<file path="src/tfs_pkg.sv">
// telemetry frame status fields: shared constants and types
// assumes a 100 MHz core clock and a plain strobe register port
package tfs_pkg;

  // ****************************************
  // register port
  // ****************************************
  localparam int ADDR_W = 4;
  localparam int DATA_W = 16;
  localparam logic [3:0] REG_CTRL = 4'h0;
  localparam logic [3:0] REG_TRACK = 4'h1;
  localparam logic [3:0] REG_GIMBAL = 4'h2;
  localparam logic [3:0] REG_ZOOM = 4'h3;
  localparam logic [3:0] REG_PICTURE = 4'h4;
  localparam logic [3:0] REG_MISS_H = 4'h5;
  localparam logic [3:0] REG_STATUS = 4'h6;
  localparam logic [3:0] REG_FRAMES = 4'h7;
  localparam logic [3:0] REG_SUM = 4'h8;

  // ****************************************
  // field layout, masks, reset values
  // ****************************************
  localparam int CTRL_EN_BIT = 0;
  localparam int STAT_OVR_BIT = 0;
  localparam int STAT_STATE_LSB = 2;
  localparam logic [15:0] CTRL_RESET = 16'h0001;
  localparam logic [15:0] TRACK_MASK = 16'h00FC;
  localparam logic [15:0] GIMBAL_MASK = 16'h00BF;
  localparam logic [15:0] ZOOM_MASK = 16'h0FFF;
  localparam logic [15:0] PIC_MASK = 16'h000F;
  localparam logic [15:0] FIELD_RESET = 16'h0000;

  // ****************************************
  // frame layout
  // ****************************************
  localparam logic [7:0] SYNC_0 = 8'hEE;
  localparam logic [7:0] SYNC_1 = 8'h16;
  localparam logic [2:0] LAST_BYTE = 3'h7;
  localparam int FIFO_WIDTH = 9;
  localparam int FIFO_DEPTH = 16;

  // ****************************************
  // timing
  // ****************************************
  localparam int CLK_FREQ_HZ = 100_000_000;
  localparam int FRAME_RATE_HZ = 60;
  // whole cycles per frame; the dropped fraction is about 0.4 parts per million
  localparam int FRAME_CYCLES = CLK_FREQ_HZ / FRAME_RATE_HZ;

  typedef enum logic [1:0] {
    TFS_IDLE = 2'b00,
    TFS_EMIT = 2'b01,
    TFS_SUM = 2'b11
  } tfs_state_t;

endpackage : tfs_pkg

</file>
<file path="src/tfs_framer.sv">
// telemetry frame head builder: bytes 0..7 plus running checksum
// assumes software on the same clock and a byte sink with valid/ready
// Notes on behaviour
// - byte 2 bits 7-6 tracking source
// - byte 2 bits 5-4 tracking algorithm
// - byte 2 bit 3 prompt, bits 1-0 zero
// - byte 2 bit 2 lock versus search
// - byte 3 enhance, storage; bit 6 zero
// - byte 3 bit 4 roll axis mode
// - byte 3 motor, follow, lock, laser flags
// - zoom low byte 4, high nibble byte 5
// - byte 5 bits 7-6 large picture source
// - byte 5 bits 5-4 small picture source
// - bytes 6,7 signed horizontal miss
// - running byte sum feeds final checksum
`timescale 1ns/1ps

// ****************************************
// byte fifo with registered output
// ****************************************
module tfs_fifo #(
  parameter int WIDTH = 9,
  parameter int DEPTH = 16
) (
  input wire logic core_clk_i,
  input wire logic reset_i,
  input wire logic in_valid_i,
  output logic in_ready_o,
  input wire logic [WIDTH-1:0] in_data_i,
  output logic out_valid_o,
  input wire logic out_ready_i,
  output logic [WIDTH-1:0] out_data_o
);
  localparam int AW = $clog2(DEPTH);

  if (DEPTH < 2 || (1 << AW) != DEPTH) begin : g_bad_depth
    $error("fifo depth must be a power of two of at least 2");
  end
  logic [WIDTH-1:0] mem [DEPTH];
  logic [AW:0] wr_ptr_reg, rd_ptr_reg;
  logic full, empty, push, pop;

  // full when pointers differ only in the wrap bit
  assign full = (wr_ptr_reg ^ rd_ptr_reg) == {1'b1, {AW{1'b0}}};
  assign empty = wr_ptr_reg == rd_ptr_reg;
  assign in_ready_o = !full;
  assign push = in_valid_i && !full;
  // refill the output stage whenever it is free or being taken
  assign pop = !empty && (!out_valid_o || out_ready_i);

  // storage array, no reset needed
  always_ff @(posedge core_clk_i) begin
    if (push) begin
      mem[wr_ptr_reg[AW-1:0]] <= in_data_i;
    end
  end

  // pointers
  always_ff @(posedge core_clk_i or posedge reset_i) begin
    if (reset_i) begin
      wr_ptr_reg <= '0;
      rd_ptr_reg <= '0;
    end else begin
      if (push) begin
        wr_ptr_reg <= wr_ptr_reg + 1'b1;
      end
      if (pop) begin
        rd_ptr_reg <= rd_ptr_reg + 1'b1;
      end
    end
  end

  // output stage keeps out_valid_o and out_data_o flip-flops; in_ready_o is decoded from the pointers
  always_ff @(posedge core_clk_i or posedge reset_i) begin
    if (reset_i) begin
      out_valid_o <= 1'b0;
      out_data_o <= '0;
    end else if (pop) begin
      out_valid_o <= 1'b1;
      out_data_o <= mem[rd_ptr_reg[AW-1:0]];
    end else if (out_ready_i) begin
      out_valid_o <= 1'b0;
    end
  end

endmodule : tfs_fifo

// ****************************************
// frame head builder
// ****************************************
module tfs_framer #(
  parameter int FRAME_CYCLES = tfs_pkg::FRAME_CYCLES
) (
  input wire logic core_clk_i,
  input wire logic reset_i,
  input wire logic [3:0] addr_i,
  input wire logic [15:0] wdata_i,
  input wire logic wr_i,
  input wire logic rd_i,
  output logic [15:0] rdata_o,
  output logic [7:0] byte_data_o,
  output logic byte_first_o,
  output logic byte_valid_o,
  input wire logic byte_ready_i,
  output logic [7:0] sum_o,
  output logic sum_valid_o
);
  if (FRAME_CYCLES < 16) begin : g_bad_period
    $error("frame period too short for eight bytes");
  end
  tfs_pkg::tfs_state_t state_reg;
  logic [31:0] timer_reg;
  logic [15:0] ctrl_reg, track_reg, gimbal_reg, zoom_reg, pic_reg, miss_reg, frames_reg, snap_miss, rdata_next;
  logic [11:0] snap_zoom;
  logic [7:0] snap_track, snap_gimbal, run_sum_reg, push_data;
  logic [3:0] snap_pic;
  logic [2:0] idx_reg;
  logic tick, ovr_reg, push_ready, push_fire, start;

  // modulo-256 add used by the running sum path
  function automatic logic [7:0] tfs_add8(input logic [7:0] a, input logic [7:0] b);
    logic [8:0] s;
    s = {1'b0, a} + {1'b0, b};
    return s[7:0];
  endfunction : tfs_add8

  // ****************************************
  // frame timer
  // ****************************************
  // timer starts at the top so the first frame leaves at release
  always_ff @(posedge core_clk_i or posedge reset_i) begin
    if (reset_i) begin
      timer_reg <= 32'(FRAME_CYCLES - 1);
    end else if (!ctrl_reg[tfs_pkg::CTRL_EN_BIT]) begin
      timer_reg <= 32'(FRAME_CYCLES - 1);
    end else if (tick) begin
      timer_reg <= '0;
    end else begin
      timer_reg <= timer_reg + 32'h0000_0001;
    end
  end

  assign tick = ctrl_reg[tfs_pkg::CTRL_EN_BIT] && timer_reg == 32'(FRAME_CYCLES - 1);
  // a tick while a frame is still draining is dropped, not queued
  assign start = tick && state_reg == tfs_pkg::TFS_IDLE;

  // ****************************************
  // register writes
  // ****************************************
  // enable resets on so frames flow without any request
  always_ff @(posedge core_clk_i or posedge reset_i) begin
    if (reset_i) begin
      ctrl_reg <= tfs_pkg::CTRL_RESET;
      track_reg <= tfs_pkg::FIELD_RESET;
      gimbal_reg <= tfs_pkg::FIELD_RESET;
      zoom_reg <= tfs_pkg::FIELD_RESET;
      pic_reg <= tfs_pkg::FIELD_RESET;
      miss_reg <= tfs_pkg::FIELD_RESET;
    end else if (wr_i) begin
      unique case (addr_i)
        tfs_pkg::REG_CTRL: ctrl_reg <= wdata_i & tfs_pkg::CTRL_RESET;
        tfs_pkg::REG_TRACK: track_reg <= wdata_i & tfs_pkg::TRACK_MASK;
        tfs_pkg::REG_GIMBAL: gimbal_reg <= wdata_i & tfs_pkg::GIMBAL_MASK;
        tfs_pkg::REG_ZOOM: zoom_reg <= wdata_i & tfs_pkg::ZOOM_MASK;
        tfs_pkg::REG_PICTURE: pic_reg <= wdata_i & tfs_pkg::PIC_MASK;
        tfs_pkg::REG_MISS_H: miss_reg <= wdata_i;
        default: ;
      endcase
    end
  end

  // overrun flag: write one to clear, a new overrun wins
  always_ff @(posedge core_clk_i or posedge reset_i) begin
    if (reset_i) begin
      ovr_reg <= 1'b0;
    end else if (tick && state_reg != tfs_pkg::TFS_IDLE) begin
      ovr_reg <= 1'b1;
    end else if (wr_i && addr_i == tfs_pkg::REG_STATUS && wdata_i[tfs_pkg::STAT_OVR_BIT]) begin
      ovr_reg <= 1'b0;
    end
  end

  // ****************************************
  // register reads
  // ****************************************
  always_comb begin
    rdata_next = '0;
    unique case (addr_i)
      tfs_pkg::REG_CTRL: rdata_next = ctrl_reg;
      tfs_pkg::REG_TRACK: rdata_next = track_reg;
      tfs_pkg::REG_GIMBAL: rdata_next = gimbal_reg;
      tfs_pkg::REG_ZOOM: rdata_next = zoom_reg;
      tfs_pkg::REG_PICTURE: rdata_next = pic_reg;
      tfs_pkg::REG_MISS_H: rdata_next = miss_reg;
      tfs_pkg::REG_STATUS: begin
        rdata_next[tfs_pkg::STAT_OVR_BIT] = ovr_reg;
        rdata_next[tfs_pkg::STAT_STATE_LSB +: 2] = state_reg;
      end
      tfs_pkg::REG_FRAMES: rdata_next = frames_reg;
      tfs_pkg::REG_SUM: rdata_next = {8'h00, sum_o};
      default: rdata_next = '0;
    endcase
  end
  // read data lives for the one cycle after the strobe
  always_ff @(posedge core_clk_i or posedge reset_i) begin
    if (reset_i) begin
      rdata_o <= '0;
    end else begin
      rdata_o <= rd_i ? rdata_next : '0;
    end
  end

  // ****************************************
  // snapshot
  // ****************************************
  // fields are frozen at frame start so one frame never mixes updates
  always_ff @(posedge core_clk_i or posedge reset_i) begin
    if (reset_i) begin
      snap_track <= '0;
      snap_gimbal <= '0;
      snap_zoom <= '0;
      snap_pic <= '0;
      snap_miss <= '0;
    end else if (start) begin
      snap_track <= track_reg[7:0];
      snap_gimbal <= gimbal_reg[7:0];
      snap_zoom <= zoom_reg[11:0];
      snap_pic <= pic_reg[3:0];
      snap_miss <= miss_reg;
    end
  end

  // ****************************************
  // byte sequencer
  // ****************************************
  always_comb begin
    push_data = '0;
    unique case (idx_reg)
      3'h0: push_data = tfs_pkg::SYNC_0;
      3'h1: push_data = tfs_pkg::SYNC_1;
      3'h2: push_data = {snap_track[7:2], 2'b00};
      3'h3: push_data = {snap_gimbal[7], 1'b0, snap_gimbal[5:0]};
      3'h4: push_data = snap_zoom[7:0];
      3'h5: push_data = {snap_pic, snap_zoom[11:8]};
      3'h6: push_data = snap_miss[7:0];
      3'h7: push_data = snap_miss[15:8];
    endcase
  end
  assign push_fire = state_reg == tfs_pkg::TFS_EMIT && push_ready; // buffer has room
  // state, byte index and running sum
  always_ff @(posedge core_clk_i or posedge reset_i) begin
    if (reset_i) begin
      state_reg <= tfs_pkg::TFS_IDLE;
      idx_reg <= '0;
      run_sum_reg <= '0;
    end else begin
      unique case (state_reg)
        tfs_pkg::TFS_IDLE: begin
          if (start) begin
            state_reg <= tfs_pkg::TFS_EMIT;
            idx_reg <= '0;
            run_sum_reg <= '0;
          end
        end
        tfs_pkg::TFS_EMIT: begin
          if (push_fire) begin
            run_sum_reg <= tfs_add8(run_sum_reg, push_data);
            idx_reg <= idx_reg + 3'h1;
            if (idx_reg == tfs_pkg::LAST_BYTE) begin
              state_reg <= tfs_pkg::TFS_SUM;
            end
          end
        end
        tfs_pkg::TFS_SUM: state_reg <= tfs_pkg::TFS_IDLE;
        default: state_reg <= tfs_pkg::TFS_IDLE;
      endcase
    end
  end

  // ****************************************
  // checksum hand-off and frame count
  // ****************************************
  // the rest of the frame continues this sum up to its last byte
  always_ff @(posedge core_clk_i or posedge reset_i) begin
    if (reset_i) begin
      sum_o <= '0;
      sum_valid_o <= 1'b0;
      frames_reg <= '0;
    end else if (state_reg == tfs_pkg::TFS_SUM) begin
      sum_o <= run_sum_reg;
      sum_valid_o <= 1'b1;
      frames_reg <= frames_reg + 16'h0001;
    end else begin
      sum_valid_o <= 1'b0;
    end
  end

  // ****************************************
  // output buffer
  // ****************************************
  // back-pressure from the sink stalls the sequencer, not the timer
  tfs_fifo #(
    .WIDTH(tfs_pkg::FIFO_WIDTH),
    .DEPTH(tfs_pkg::FIFO_DEPTH)
  ) u_fifo (
    .core_clk_i(core_clk_i),
    .reset_i(reset_i),
    .in_valid_i(state_reg == tfs_pkg::TFS_EMIT),
    .in_ready_o(push_ready),
    .in_data_i({idx_reg == 3'h0, push_data}),
    .out_valid_o(byte_valid_o),
    .out_ready_i(byte_ready_i),
    .out_data_o({byte_first_o, byte_data_o})
  );
endmodule : tfs_framer

</file>
<file path="config.mk">
export PLATFORM = sky130hd
export DESIGN_NAME = tfs_framer
export DESIGN_NICKNAME = d
export VERILOG_FILES = /design/src/tfs_pkg.sv /design/src/tfs_framer.sv
export SDC_FILE = /design/constraint.sdc
export NUM_CORES = 1
export LEC_CHECK = 0
export ABC_AREA = 1
export BUFFER_PORTS_ARGS = -buffer_cell sky130_fd_sc_hd__buf_2
export CAP_MARGIN = 20
export CORE_AREA = 2 2 170 172
export CTS_CLUSTER_DIAMETER = 80
export CTS_CLUSTER_SIZE = 12
export DETAILED_ROUTE_END_ITERATION = 7
export DIE_AREA = 0 0 172 174
export PLACE_DENSITY = 0.77
export SYNTH_ARGS = -nofsm -noshare
export SYNTH_HDL_FRONTEND = slang
export SYNTH_HIERARCHICAL = 1
export SYNTH_SLANG_ARGS = --single-unit
export TNS_END_PERCENT = 100
</file>
<file path="constraint.sdc">
create_clock -name core_clk_i -period 13.7 [get_ports core_clk_i]
set_input_delay 2.74 -clock core_clk_i [delete_from_list [all_inputs] [get_ports core_clk_i]]
set_output_delay 2.74 -clock core_clk_i [all_outputs]
set_load 0.01 [all_outputs]
</file>
==> results by group <==
Timing
  • Fin crit share: 30.2%
  • Final count of negative-setup-slack endpoints: 0
  • Setup ws final: 9.56 ns
  • Worst-margin pin slew: 1.13 ns
  • Final Hold Vio Count: 0
  • Max_slew headroom: 24.8%
  • Fmax: 241 MHz
  • Final Skew: 0.0155 ns
  • Slew Limit Fails: 0
  • RSZ-0062 raised after global routing: false
  • Period minus WS final: 4.14 ns
  • Setup TNS: 0 ns

Layout
  • Layout fillers: 2396
  • Max reg flops: 144
  • Area grow syn2layout: 9.67%
  • # nets final: 2083
  • Share of layout cells above drive strength 1: 7.98%
  • Antenna cell count: 0

Worst setup path
  • Critical Path RT: 14.11 ns
  • Setup slack, reg-to-reg: 10.06 ns
  • Crit start category: primary input
  • CP Class: in2reg
  • Crit path depth: 7
  • Origin of the worst setup path: addr_i[0]
  • CP Capture Point: miss_reg[3]
  • Worst R2R Start: idx_reg[0]
  • Crit Path Max Fanout: 32
  • R2r endpoint: run_sum_reg[7]
  • Arrival time at the worst endpoint: 4.55 ns
  • Critical path's top delay family: simple AND/OR/NAND/NOR gates
  • Crit path largest cell delay: 0.51 ns
  • Crit-path cells: buf_2, inv_1, nor2_1, nand2_1, inv_1, nand2_1, o21ai_0
  • Setup crit end kind: flop
  • CP bufs+invs: 3
  • Worst Reg-to-Reg Cells: 15
  • Slowest library cell on the worst path: nand2_1

Floorplan
  • Rows: 62
  • Core area: 0.0282 sq mm
  • Die W: 172 um
  • Io pins: 60
  • Die Height: 174 um
  • Die area: 0.0299 sq mm
  • Initial Utilization: 59.1%

Power
  • P_leak: 9.21 nW
  • VDD IR max: 0.127 mV
  • Power Density: 223 mW/mm^2

Clock network
  • Clock slew at reported path FFs: 0.06 ns
  • Max H-tree Level: 2
  • Max Buffers Root-to-Sink: 3
  • CTS buffer count: 34
  • CTS sink count: 342
  • Hold-fix buffers, CTS: 0
  • CTS root buffer: clkbuf_16
  • CTS tree: built
  • Number of setup buffers added after CTS: 0
  • Skew-Pair Late Insertion Delay: 0.52 ns
  • Post-CTS resize count: 0

Synthesis
  • Synth cell count leaders: 610 x nand2_1, 371 x inv_1, 188 x nand3_1
  • Ys async rst share: 57.9%
  • Number of flops mapped to enable cells by yosys: 144
  • Top post-synthesis cells by area: dfrtp_1 28%, edfxtp_1 26%, nand2_1 14%, inv_1 8.3%, nand3_1 5.6%
  • Top-count cell post-synth: nand2_1
  • Register area share after synthesis: 55.7%
  • Mapped Area: 0.0167 sq mm
  • Post-synthesis cell type count: 41
  • Yosys reg bits: 342
  • Yosys top cell area share: 27.7%
  • Post-synth top flop: dfrtp_1
  • Yosys warns: 6
  • Syn Inst Count: 1980
  • Avg Inst Size Synth: 8.43 sq um
  • Net count after synthesis: 2027
  • Area leader, netlist: dfrtp_1

Routing
  • Antenna Nets Post-Route: 0
  • Detailed Route WL: 39600 um
  • Vias per cell: 5.31
  • Drt first pass iters: 6
  • DR WL/cell: 16.2 um
  • Drc violations: 0
  • Drt first-iter violations: 1302
  • Via count: 12960

GRT
  • Largest net degree at the start of global routing: 98
  • Vias in the first global route: 12231
  • Overflow after GRT: 0
  • First-pass GRT wire length: 63700 um
  • Initial antenna violation count: 0
  • Tot GR Track Use: 27.2%

Min path
  • Min-delay worst type: reg2reg

Placed design
  • GPL Wtd Cong: 0.962
  • DP HPWL: 26700 um
  • Pre-CTS WS: 9.05 ns
  • Port bufs: 59

Flow run
  • Max-cap violations: 0

Run status
  • Outcome: finished, final reports clean
==> per-stage QoR <==
step	instance area [sq um]	hold slack [ns]	instances	power (mW)	utilization (%)
final	18300	0.473	2440	4.08	64.8
after global routing	18300	0.495	2440	4.37	64.8
after CTS	18300	0.477	2437	4.08	64.6
after detailed placement	17200	0.461	2381	3.21	61.1
after global placement	17200	0.456	2381	3.15	61.1
after floorplan	16700	0.453	1980	2.75	-
==> cells by family (layout without fill, tap and decap cells) <==
| kind of cell | count (synthesis) | in the layout | share of synthesized area, % |
|---|---|---|---|
| XOR/XNOR | 44 | 44 | 2.31 |
| AND/OR/NAND/NOR | 984 | 984 | 24.6 |
| buffers and inverters | 447 | 523 | 11.0 |
| adder cells (fa/ha/maj) | 22 | 22 | 1.69 |
| flip-flops | 342 | 342 | 55.7 |
| AO/OA/AOI/OAI | 141 | 141 | 4.72 |
==> how the worst min path moves through the flow <==
stage	slack, ns	startpoint	endpoint	cells after the start
floorplan	0.45	gimbal_reg[0]	gimbal_reg[0]	2
global placement	0.46	u_fifo/out_data_o[6]	u_fifo/out_data_o[6]	2
detailed placement	0.46	u_fifo/out_data_o[7]	u_fifo/out_data_o[7]	2
CTS	0.48	u_fifo/out_data_o[7]	u_fifo/out_data_o[7]	2
global route	0.50	u_fifo/out_data_o[7]	u_fifo/out_data_o[7]	2
finish	0.47	u_fifo/out_data_o[7]	u_fifo/out_data_o[7]	2
==> metal layers <==
metal / share of wire (%) / routed length [um] / track usage, % / vias up
met5: 0 / 0 / 0 / -
met2: 47 / 18600 / 43.9 / 493
met1: 43 / 16900 / 37.8 / 6087
met4: 3.4 / 1340 / 9.07 / 0
li1: - / - / - / 6288
met3: 7.1 / 2810 / 4.28 / 92
==> worst min-delay path: stages, from the launching register on <==
cell and delay (ns):
dfrtp_1 0.34, nand2_1 0.05, nand2_1 0.05
==> power by group <==
group / total [mW] / internal [mW] / switching [mW]
Sequential: 1.63 / 1.49 / 0.145
Clock: 0.866 / 0.495 / 0.371
Combinational: 1.58 / 0.469 / 1.11
Total: 4.08 / 2.45 / 1.63
==> placed cells by master, fill, tap and decap left out, types with 4 or more instances in the layout <==
cell type and instances:
nand4_1 14, ha_1 21, o22ai_1 24, o21ai_0 77, clkbuf_16 37, clkinv_1 4
a21oi_1 24, nor2_1 115, dfrtp_1 184, edfxtp_1 144, xor2_1 34, buf_4 24
nand3_1 188, nor2_2 5, nor3_1 34, clkbuf_1 18, inv_1 370, nand2_1 610
dfstp_2 13, o221ai_1 5, inv_2 7, xnor2_1 10, buf_2 59
==> final cells by class <==
| class | count | area [sq um] | share of cell area [%] |
|---|---|---|---|
| sequential | 342 | 9300 | 50.8 |
| tap | 384 | 480 | 2.62 |
| inverter | 382 | 1440 | 7.86 |
| clock buffer | 55 | 993 | 5.43 |
| clock inverter | 1 | 8.76 | 0.0478 |
| multi-input combinational | 1191 | 5560 | 30.4 |
| timing repair buffer | 85 | 523 | 2.86 |
(Power assumes the default switching activity.)
